### config.mk
export PLATFORM = sky130hd
export DESIGN_NAME = sks_sequencer
export DESIGN_NICKNAME = d
export VERILOG_FILES = /design/src/sks_pkg.sv /design/src/sks_sequencer.sv
export SDC_FILE = /design/constraint.sdc
export NUM_CORES = 1
export LEC_CHECK = 0
export BUFFER_PORTS_ARGS = -buffer_cell sky130_fd_sc_hd__buf_2
export CAP_MARGIN = 25
export CORE_MARGIN = 10
export CORE_UTILIZATION = 60
export DETAILED_ROUTE_END_ITERATION = 10
export GPL_TIMING_DRIVEN = 0
export PLACE_DENSITY = 0.84
export SKIP_CTS_REPAIR_TIMING = 1
export SLEW_MARGIN = 20
export SYNTH_ARGS = -nofsm -noshare
export SYNTH_HDL_FRONTEND = slang
export SYNTH_SLANG_ARGS = --single-unit
### constraint.sdc
create_clock -name clk_i -period 25.4 [get_ports clk_i]
set_input_delay 2.54 -clock clk_i [delete_from_list [all_inputs] [get_ports clk_i]]
set_output_delay 2.54 -clock clk_i [all_outputs]
set_load 0.005 [all_outputs]
### src/sks_pkg.sv
// Package with constants, types and register map of the kick and stop sequencer
package sks_pkg;

    localparam int unsigned CLK_HZ          = 125_000_000;
    localparam int unsigned KICK_TICK_MS    = 100;
    localparam int unsigned KICK_TICK_CYC   = CLK_HZ / 1000 * KICK_TICK_MS;
    localparam int unsigned DECEL_TICK_MS   = 10;
    localparam int unsigned DECEL_TICK_CYC  = CLK_HZ / 1000 * DECEL_TICK_MS;

    // Register byte offsets
    localparam logic [7:0] ADDR_CTRL   = 8'h00;
    localparam logic [7:0] ADDR_KICK   = 8'h04;
    localparam logic [7:0] ADDR_DECEL  = 8'h08;
    localparam logic [7:0] ADDR_STATUS = 8'h0C;
    localparam logic [7:0] ADDR_IRQ    = 8'h10;
    localparam logic [7:0] ADDR_MASK   = 8'h14;

    // Field limits and reset values
    localparam logic [9:0] KICK_LVL_OFF  = 10'h000;
    localparam logic [9:0] KICK_LVL_MIN  = 10'h064;
    localparam logic [9:0] KICK_LVL_MAX  = 10'h320;
    localparam logic [6:0] KICK_TIME_MIN = 7'h01;
    localparam logic [6:0] KICK_TIME_MAX = 7'h64;
    localparam logic [6:0] KICK_TIME_RST = 7'h0A;
    localparam logic [6:0] BEGIN_MIN     = 7'h01;
    localparam logic [6:0] BEGIN_MAX     = 7'h64;
    localparam logic [6:0] BEGIN_RST     = 7'h28;
    localparam logic [6:0] END_MIN       = 7'h01;
    localparam logic [6:0] END_MAX       = 7'h63;
    localparam logic [6:0] END_RST       = 7'h14;
    localparam logic [9:0] DTIME_RST     = 10'h00A;

    // Interrupt event bit positions
    localparam int unsigned EV_KICK_DONE = 0;
    localparam int unsigned EV_STOPPED   = 1;
    localparam int unsigned EV_FAULT     = 2;
    localparam int unsigned EV_CLAMP     = 3;
    localparam int unsigned EV_W         = 4;

    typedef enum logic [1:0] {
        SKS_STOP_COAST  = 2'h0,
        SKS_STOP_VRAMP  = 2'h1,
        SKS_STOP_TRAMP  = 2'h2
    } sks_stop_mode_t;

    typedef enum logic [2:0] {
        SKS_IDLE   = 3'b000,
        SKS_KICK   = 3'b001,
        SKS_RAMP   = 3'b011,
        SKS_RUN    = 3'b010,
        SKS_DECEL  = 3'b110,
        SKS_BYPOFF = 3'b111
    } sks_state_t;

    typedef struct packed {
        logic        start;
        logic        stop;
        logic        fault;
        logic        fault_coast;
        logic [6:0]  load_pct;
        logic        ramp_done;
    } sks_cmd_t;

    typedef struct packed {
        logic        gate_en;
        logic        bypass_on;
        logic        kick_active;
        logic        accel_active;
        logic        decel_active;
        logic [9:0]  level;
    } sks_drive_t;

endpackage

### src/sks_sequencer.sv
// Kick and stop sequencer with Wishbone register file
//
// Added by the designer: the address map and the Wishbone slave port.
`timescale 1ns/100ps
module sks_sequencer
    import sks_pkg::*;
(
    // Clock, reset, enable
    input  wire logic                 clk_i,
    input  wire logic                 rst_i,
    input  wire logic                 ce_i,
    // Wishbone slave
    input  wire logic                 cyc_i,
    input  wire logic                 stb_i,
    input  wire logic                 we_i,
    input  wire logic [7:0]           adr_i,
    input  wire logic [3:0]           sel_i,
    input  wire logic [31:0]          dat_i,
    output logic      [31:0]          dat_o,
    output logic                      ack_o,
    // Motor side commands, same clock
    input  wire sks_pkg::sks_cmd_t    cmd_i,
    // Power stage drive and interrupt
    output sks_pkg::sks_drive_t       drive_o,
    output logic                      irq_o
);
    import sks_pkg::*;

    ////////////////////////////////////////////////////////////////////////
    // Register file
    logic [9:0]     kick_lvl_reg,  kick_lvl_next;
    logic [6:0]     kick_time_reg, kick_time_next;
    sks_stop_mode_t mode_reg,      mode_next;
    logic           cfs_reg,       cfs_next;
    logic [6:0]     begin_reg,     begin_next;
    logic [6:0]     end_reg,       end_next;
    logic [9:0]     dtime_reg,     dtime_next;
    logic [EV_W-1:0] irq_reg,      irq_next;
    logic [EV_W-1:0] mask_reg,     mask_next;
    logic [31:0]    dat_reg,       dat_next;
    logic           ack_reg,       ack_next;
    logic [EV_W-1:0] ev;
    logic           clamp_ev;

    logic           bus_req;
    logic           wr_en;
    logic [31:0]    rd_val;
    logic [9:0]     lvl_w;
    logic [6:0]     t_w;
    logic [6:0]     b_w;
    logic [6:0]     e_w;
    logic           irq_rd;

    sks_state_t     st_reg, st_next;

    assign bus_req = cyc_i && stb_i && !ack_reg;
    assign wr_en   = bus_req && we_i;
    assign irq_rd  = bus_req && !we_i && (adr_i == ADDR_IRQ);

    always_comb
    begin
        unique case (adr_i)
            ADDR_CTRL:   rd_val = {22'h00_0000, 7'h00, cfs_reg, mode_reg};
            ADDR_KICK:   rd_val = {9'h000, kick_time_reg, 6'h00, kick_lvl_reg};
            ADDR_DECEL:  rd_val = {dtime_reg, 1'b0, end_reg, 7'h00, begin_reg};
            ADDR_STATUS: rd_val = {16'h0000, 6'h00, drive_o.level[9:0]}
                                  | {13'h0000, st_reg, 16'h0000};
            ADDR_IRQ:    rd_val = {28'h000_0000, irq_reg};
            ADDR_MASK:   rd_val = {28'h000_0000, mask_reg};
            default:     rd_val = 32'h0000_0000;
        endcase
    end

    always_comb
    begin
        kick_lvl_next  = kick_lvl_reg;
        kick_time_next = kick_time_reg;
        mode_next      = mode_reg;
        cfs_next       = cfs_reg;
        begin_next     = begin_reg;
        end_next       = end_reg;
        dtime_next     = dtime_reg;
        mask_next      = mask_reg;
        clamp_ev       = 1'b0;
        ack_next       = bus_req;
        dat_next       = bus_req && !we_i ? rd_val : 32'h0000_0000;
        lvl_w          = dat_i[9:0];
        t_w            = dat_i[22:16];
        b_w            = dat_i[6:0];
        e_w            = dat_i[22:16];
        if (wr_en)
        begin
            unique case (adr_i)
                ADDR_CTRL:
                begin
                    if (sel_i[0])
                    begin
                        if (dat_i[1:0] != 2'h3)
                            mode_next = sks_stop_mode_t'(dat_i[1:0]);
                        cfs_next = dat_i[2];
                    end
                end
                ADDR_KICK:
                begin
                    if (sel_i[1:0] == 2'h3)
                    begin
                        if (lvl_w == KICK_LVL_OFF)
                            kick_lvl_next = KICK_LVL_OFF;
                        else if (lvl_w < KICK_LVL_MIN)
                            kick_lvl_next = KICK_LVL_MIN;
                        else if (lvl_w > KICK_LVL_MAX)
                            kick_lvl_next = KICK_LVL_MAX;
                        else
                            kick_lvl_next = lvl_w;
                    end
                    if (sel_i[2])
                    begin
                        if (t_w < KICK_TIME_MIN)
                            kick_time_next = KICK_TIME_MIN;
                        else if (t_w > KICK_TIME_MAX)
                            kick_time_next = KICK_TIME_MAX;
                        else
                            kick_time_next = t_w;
                    end
                end
                ADDR_DECEL:
                begin
                    if (sel_i[0])
                    begin
                        if (b_w < BEGIN_MIN)
                            begin_next = BEGIN_MIN;
                        else if (b_w > BEGIN_MAX)
                            begin_next = BEGIN_MAX;
                        else
                            begin_next = b_w;
                    end
                    if (sel_i[2])
                    begin
                        if (e_w < END_MIN)
                            end_next = END_MIN;
                        else if (e_w > END_MAX)
                            end_next = END_MAX;
                        else
                            end_next = e_w;
                    end
                    if (sel_i[3])
                        dtime_next = {dat_i[31:24], dat_i[23:22]};
                end
                ADDR_MASK:
                begin
                    if (sel_i[0])
                        mask_next = dat_i[EV_W-1:0];
                end
                default:
                begin
                end
            endcase
        end
        if (end_next > begin_next)
        begin
            end_next = begin_next;
            clamp_ev = wr_en;
        end
    end

    ////////////////////////////////////////////////////////////////////////
    // Sequencer
    logic [23:0] div_reg,   div_next;
    logic [6:0]  kcnt_reg,  kcnt_next;
    logic [9:0]  lvl_reg,   lvl_next;
    logic [9:0]  tgt_reg,   tgt_next;
    logic [9:0]  step_reg,  step_next;
    logic        gate_reg,  gate_next;
    logic        byp_reg,   byp_next;
    logic [6:0]  start_lvl;
    logic        tick;
    logic        decel_tick;
    logic        stop_req;
    logic        ctl_stop;
    logic        do_ramp;
    logic [9:0]  span;

    assign tick       = (div_reg == 24'(KICK_TICK_CYC - 1));
    assign decel_tick = (div_reg % 24'(DECEL_TICK_CYC)) == 24'(DECEL_TICK_CYC - 1);
    assign stop_req   = cmd_i.stop || cmd_i.fault;
    assign ctl_stop   = !cmd_i.fault || (cfs_reg && !cmd_i.fault_coast);
    assign do_ramp    = ctl_stop && (mode_reg != SKS_STOP_COAST);
    // Torque ramp starts from measured load, voltage ramp from begin level
    assign start_lvl  = (mode_reg == SKS_STOP_TRAMP) ? cmd_i.load_pct
                                                     : begin_reg;
    assign span       = {3'h0, start_lvl} > {3'h0, end_reg}
                      ? {3'h0, start_lvl} - {3'h0, end_reg} : 10'h000;

    always_comb
    begin
        st_next   = st_reg;
        div_next  = tick ? 24'h00_0000 : div_reg + 24'h00_0001;
        kcnt_next = kcnt_reg;
        lvl_next  = lvl_reg;
        tgt_next  = tgt_reg;
        step_next = step_reg;
        gate_next = gate_reg;
        byp_next  = byp_reg;
        ev        = '0;
        unique case (st_reg)
            SKS_IDLE:
            begin
                gate_next = 1'b0;
                byp_next  = 1'b0;
                lvl_next  = 10'h000;
                if (cmd_i.start && !cmd_i.fault)
                begin
                    gate_next = 1'b1;
                    div_next  = 24'h00_0000;
                    if (kick_lvl_reg != KICK_LVL_OFF)
                    begin
                        st_next   = SKS_KICK;
                        kcnt_next = kick_time_reg;
                        lvl_next  = kick_lvl_reg;
                    end
                    else
                        st_next = SKS_RAMP;
                end
            end
            SKS_KICK:
            begin
                if (stop_req)
                    st_next = SKS_BYPOFF;
                else if (tick)
                begin
                    kcnt_next = kcnt_reg - 7'h01;
                    if (kcnt_reg == 7'h01)
                    begin
                        st_next  = SKS_RAMP;
                        lvl_next = 10'h000;
                        ev[EV_KICK_DONE] = 1'b1;
                    end
                end
            end
            SKS_RAMP:
            begin
                if (stop_req)
                    st_next = SKS_BYPOFF;
                else if (cmd_i.ramp_done)
                begin
                    st_next  = SKS_RUN;
                    byp_next = 1'b1;
                end
            end
            SKS_RUN:
            begin
                if (stop_req)
                begin
                    if (do_ramp)
                    begin
                        st_next   = SKS_DECEL;
                        lvl_next  = {3'h0, start_lvl};
                        tgt_next  = {3'h0, end_reg};
                        step_next = span / (dtime_reg == 10'h000 ? 10'h001 : dtime_reg);
                        if (step_next == 10'h000)
                            step_next = 10'h001;
                        byp_next  = 1'b0;
                        div_next  = 24'h00_0000;
                    end
                    else
                        st_next = SKS_BYPOFF;
                end
            end
            SKS_DECEL:
            begin
                if (cmd_i.fault && !ctl_stop)
                    st_next = SKS_BYPOFF;
                else if (decel_tick)
                begin
                    if (lvl_reg <= tgt_reg + step_reg)
                    begin
                        lvl_next = tgt_reg;
                        st_next  = SKS_BYPOFF;
                    end
                    else
                        lvl_next = lvl_reg - step_reg;
                end
            end
            SKS_BYPOFF:
            begin
                // Contactor opens one cycle before gating ends
                byp_next = 1'b0;
                if (!byp_reg)
                begin
                    gate_next = 1'b0;
                    lvl_next  = 10'h000;
                    st_next   = SKS_IDLE;
                    ev[EV_STOPPED] = 1'b1;
                end
            end
            default:
                st_next = SKS_IDLE;
        endcase
        ev[EV_FAULT] = cmd_i.fault && (st_reg != SKS_IDLE);
        ev[EV_CLAMP] = clamp_ev;
        irq_next = (irq_rd ? '0 : irq_reg) | ev;
    end

    ////////////////////////////////////////////////////////////////////////
    // State registers
    always_ff @(posedge clk_i)
    begin
        if (rst_i)
        begin
            kick_lvl_reg  <= KICK_LVL_OFF;
            kick_time_reg <= KICK_TIME_RST;
            mode_reg      <= SKS_STOP_COAST;
            cfs_reg       <= 1'b0;
            begin_reg     <= BEGIN_RST;
            end_reg       <= END_RST;
            dtime_reg     <= DTIME_RST;
            irq_reg       <= '0;
            mask_reg      <= '0;
            dat_reg       <= 32'h0000_0000;
            ack_reg       <= 1'b0;
            st_reg        <= SKS_IDLE;
            div_reg       <= 24'h00_0000;
            kcnt_reg      <= 7'h00;
            lvl_reg       <= 10'h000;
            tgt_reg       <= 10'h000;
            step_reg      <= 10'h000;
            gate_reg      <= 1'b0;
            byp_reg       <= 1'b0;
            drive_o       <= '0;
            irq_o         <= 1'b0;
        end
        else if (ce_i)
        begin
            kick_lvl_reg  <= kick_lvl_next;
            kick_time_reg <= kick_time_next;
            mode_reg      <= mode_next;
            cfs_reg       <= cfs_next;
            begin_reg     <= begin_next;
            end_reg       <= end_next;
            dtime_reg     <= dtime_next;
            irq_reg       <= irq_next;
            mask_reg      <= mask_next;
            dat_reg       <= dat_next;
            ack_reg       <= ack_next;
            st_reg        <= st_next;
            div_reg       <= div_next;
            kcnt_reg      <= kcnt_next;
            lvl_reg       <= lvl_next;
            tgt_reg       <= tgt_next;
            step_reg      <= step_next;
            gate_reg      <= gate_next;
            byp_reg       <= byp_next;
            drive_o.gate_en      <= gate_next;
            drive_o.bypass_on    <= byp_next;
            drive_o.kick_active  <= (st_next == SKS_KICK);
            drive_o.accel_active <= (st_next == SKS_RAMP);
            drive_o.decel_active <= (st_next == SKS_DECEL);
            drive_o.level        <= lvl_next;
            irq_o                <= |(irq_next & mask_next);
        end
    end

    assign dat_o = dat_reg;
    assign ack_o = ack_reg;

endmodule

==> results.tsv <==
stage	metric	value	unit
global_route	grt total ovfl	0	
global_route	global-route usage over all layers	0.305	
detailed_routing	DRT iter0 DRCs	1959	
final_layout	proportion of layout cells with a drive suffix above 1	0.117	
synth	Synth area leaders	dfxtp_1 (21%), ha_1 (9.1%), nor2_1 (5.8%)	
global_route	pin count of the biggest net entering global routing	18	
sta	Slew headroom	0.316	
sta	Final Max Tran Viols	0	
critical_path	CP Launch Type	input pin	
critical_path	Critical Setup Path Class	input pin to flop	
synth	top-count cell post-synth	nor2_1	
power_and_ir_drop	Leakage Power	0.00604	µW
synth	fraction of registers with async set or reset after synthesis	0	
clock_tree	H-tree depth	4	
synth	area share of the largest cell type after synthesis	0.211	
floorplanning	Die Height	173	µm
critical_path	CP required	25.67	ns
global_route	number of global-route vias before repair	14800	
synth	Synth cell types	99	
final_layout	Final nets	2192	
critical_path	critical path fanouts, max	10	
clock_tree	Clock Tree Buf Depth	2	
clock_tree	Clk Latency, worst-skew pair	0.44	ns
sta	Max Freq	0.0420	GHz
synth	sequential cell area fraction in the yosys report	0.211	
global_route	Most Crowded Layer GR	met2	
final_layout	Area growth syn-to-layout	11.0	%
global_route	initial antenna violation count	0	
global_route	routing usage on met3	0.0623	
critical_path	Largest stage delay, worst path	0.51	ns
min_path	Hold Path End	gate_reg$_SDFFE_PP0P_	
sta	Tcrit/Tclk final	0.937	
global_route	GR Util met2	0.505	
final_layout	Layout Cells excl Fill	2351	
critical_path	Crit path top cell by count	o21a_1	
detailed_routing	router iterations before antenna repair	9	
global_route	first-pass GRT wire length	76.3	mm
detailed_routing	Routed Antenna Nets	0	
critical_path	R2R Path Start	mode_reg[1]$_SDFFE_PP0P_	
sta	worst-margin pin slew	1.02	ns
synth	mapped cell area	14000	µm²
detailed_routing	Routed WL per cell	20.6	µm
critical_path	Setup crit start	cmd_i[1]	
min_path	worst min path class	flop to flop	
floorplanning	die width	173	µm
power_and_ir_drop	Worst VDD drop	359	µV
place	DP Area	14900	µm²
floorplanning	core area	22800	µm²
critical_path	Reg2Reg Capture Point	step_reg[6]$_SDFFE_PP0P_	
sta	Setup Skew	0.0215	ns
place	IO buf count	98	
power_and_ir_drop	cell area power density	112	nW/µm²
synth	Post-synth EDFFs	0	
synth	Synth Instances	1897	
detailed_routing	drt drc	0	
place	Routability Congestion	0.985	
outcome	status	completed	
critical_path	CP endpoint kind	flop	
place	DP HPWL	37.4	mm
critical_path	depth of the worst register-to-register path	106	
synth	top cell type by total area after synthesis	dfxtp_1	
synth	Yosys warnings	0	
synth	leading cell types by count after synthesis	nor2_1 (215), nand2_1 (194), dfxtp_1 (148), a21oi_1 (144), o21ai_0 (106)	
clock_tree	Clock transition at path regs	0.07	ns
detailed_routing	Vias	15700	
sta	final setup fails	0	
sta	setup TNS	0	ns
clock_tree	clock root buffer	clkbuf_16	
run	maxcap violations	0	
critical_path	Worst path slowest cell	o2111ai_1	
sta	WHS	0.461	ns
floorplanning	# rows	55	
final_layout	Antenna diodes	0	
clock_tree	Num CTS Buffers	17	
sta	crit path time final	23.79	ns
global_route	met1 Usage GRT	0.365	
clock_tree	Sink Count	148	
clock_tree	CTS tree	yes	
detailed_routing	Vias per Instance	6.68	
final_layout	max reg flops	28	
detailed_routing	routed wire length	48.4	mm
floorplanning	Initial Util	0.614	
floorplanning	# IOs	111	
min_path	hold path start	gate_reg$_SDFFE_PP0P_	
synth	Yosys reg bits	148	
final_layout	design area	15600	µm²
power_and_ir_drop	total power	1750	µW
final_layout	Filler Cell Count	2042	
sta	final hold violations	0	
floorplanning	total die area	29900	µm²
place	DP Cell Count	2312	
critical_path	r2r setup slk	2.87	ns
synth	commonest register cell after synthesis	dfxtp_1	
synth	Syn Area/Cell	7.40	µm²
critical_path	critical path data arrival time	24.06	ns
min_path	WHS Path Cells	2	
## per-layer routing
layer / up-vias / routed length [µm]
met4: 0 / 2560
li1: 7263 / -
met5: - / 0
met3: 187 / 4670
met1: 7303 / 18900
met2: 947 / 22200
## cells in the final DEF (no fill, tap or decap), types with 13 or more instances in the layout
cell | netlist | routed
inv_1 | 77 | 77
xnor2_1 | 50 | 50
buf_2 | 8 | 107
clkbuf_1 | 75 | 75
mux2_2 | 27 | 27
a21o_1 | 30 | 30
nor4_1 | 14 | 13
a31oi_1 | 16 | 16
dfxtp_1 | 148 | 148
nor3_1 | 82 | 82
nor2_1 | 215 | 214
and2_1 | 13 | 13
nand2_1 | 194 | 194
ha_1 | 102 | 102
o211ai_1 | 25 | 25
and3_1 | 20 | 20
buf_4 | 7 | 14
o21a_1 | 49 | 49
nand4_1 | 24 | 24
o31ai_1 | 26 | 25
a22oi_1 | 42 | 42
a21oi_1 | 144 | 144
mux2i_1 | 32 | 32
xor2_1 | 30 | 30
nand2b_1 | 27 | 27
nand3_1 | 47 | 47
nor2b_1 | 21 | 21
o21ai_0 | 106 | 106
or2_2 | 14 | 14
a211oi_1 | 31 | 31
clkbuf_16 | 0 | 17
## worst max-delay path by stage
stage | to | slack [ns] | cells after the start
floorplan | step_reg[0]$_SDFFE_PP0P_ | 5.01 | 99
global placement | step_reg[6]$_SDFFE_PP0P_ | 1.71 | 100
detailed placement | step_reg[0]$_SDFFE_PP0P_ | 1.03 | 101
CTS | step_reg[6]$_SDFFE_PP0P_ | 1.38 | 102
global route | step_reg[6]$_SDFFE_PP0P_ | -0.07 | 107
finish | step_reg[6]$_SDFFE_PP0P_ | 1.61 | 105
## stage by stage
| stage | utilization | worst slack (ns) |
|---|---|---|
| floorplan | - | 5.01 |
| global placement | 0.653 | 1.71 |
| detailed placement | 0.654 | 1.03 |
| CTS | 0.679 | 1.38 |
| global route | 0.682 | -0.0742 |
| finish | 0.682 | 1.61 |
## power by group
| group | leakage, µW | total (µW) | switching (µW) | internal (µW) |
|---|---|---|---|---|
| clock network | 0.000288 | 256 | 124 | 132 |
| registers | 0.00120 | 246 | 8.98 | 237 |
| logic | 0.00455 | 1250 | 695 | 554 |
| total | 0.00604 | 1750 | 828 | 923 |
## area by class of cell
cell class / count / area [µm²] / area share
multi-input combinational: 1571 / 10400 / 0.665
clock inverter: 15 / 158 / 0.0101
inverter: 81 / 304 / 0.0195
sequential: 148 / 2960 / 0.190
timing repair buffer: 106 / 548 / 0.0352
buffer: 100 / 434 / 0.0279
clock buffer: 17 / 425 / 0.0273
tap: 313 / 392 / 0.0251
## worst max-delay path: cells and delay by family
kind	cells	cell delay [ns]
adder cells (fa/ha/maj)	12	3.48
buffers and inverters	12	2.67
AND/OR/NAND/NOR	15	1.65
AO/OA/AOI/OAI	63	12.67
multiplexers	3	1.04
## kinds of logic (layout without fill, tap and decap cells)
| family | after synthesis | after routing | synth area share |
|---|---|---|---|
| and+or+nand+nor | 716 | 716 | 0.242 |
| buffers and inverters | 181 | 319 | 0.0526 |
| muxes | 64 | 64 | 0.0515 |
| xor gates and xnor gates | 80 | 80 | 0.0499 |
| AOI/OAI and AO/OA | 599 | 599 | 0.295 |
| other | 1 | 4 | 0.000267 |
| DFF | 148 | 148 | 0.211 |
| adders and majority gates | 108 | 108 | 0.0974 |
Note: power is estimated with default switching activity, not from simulation.
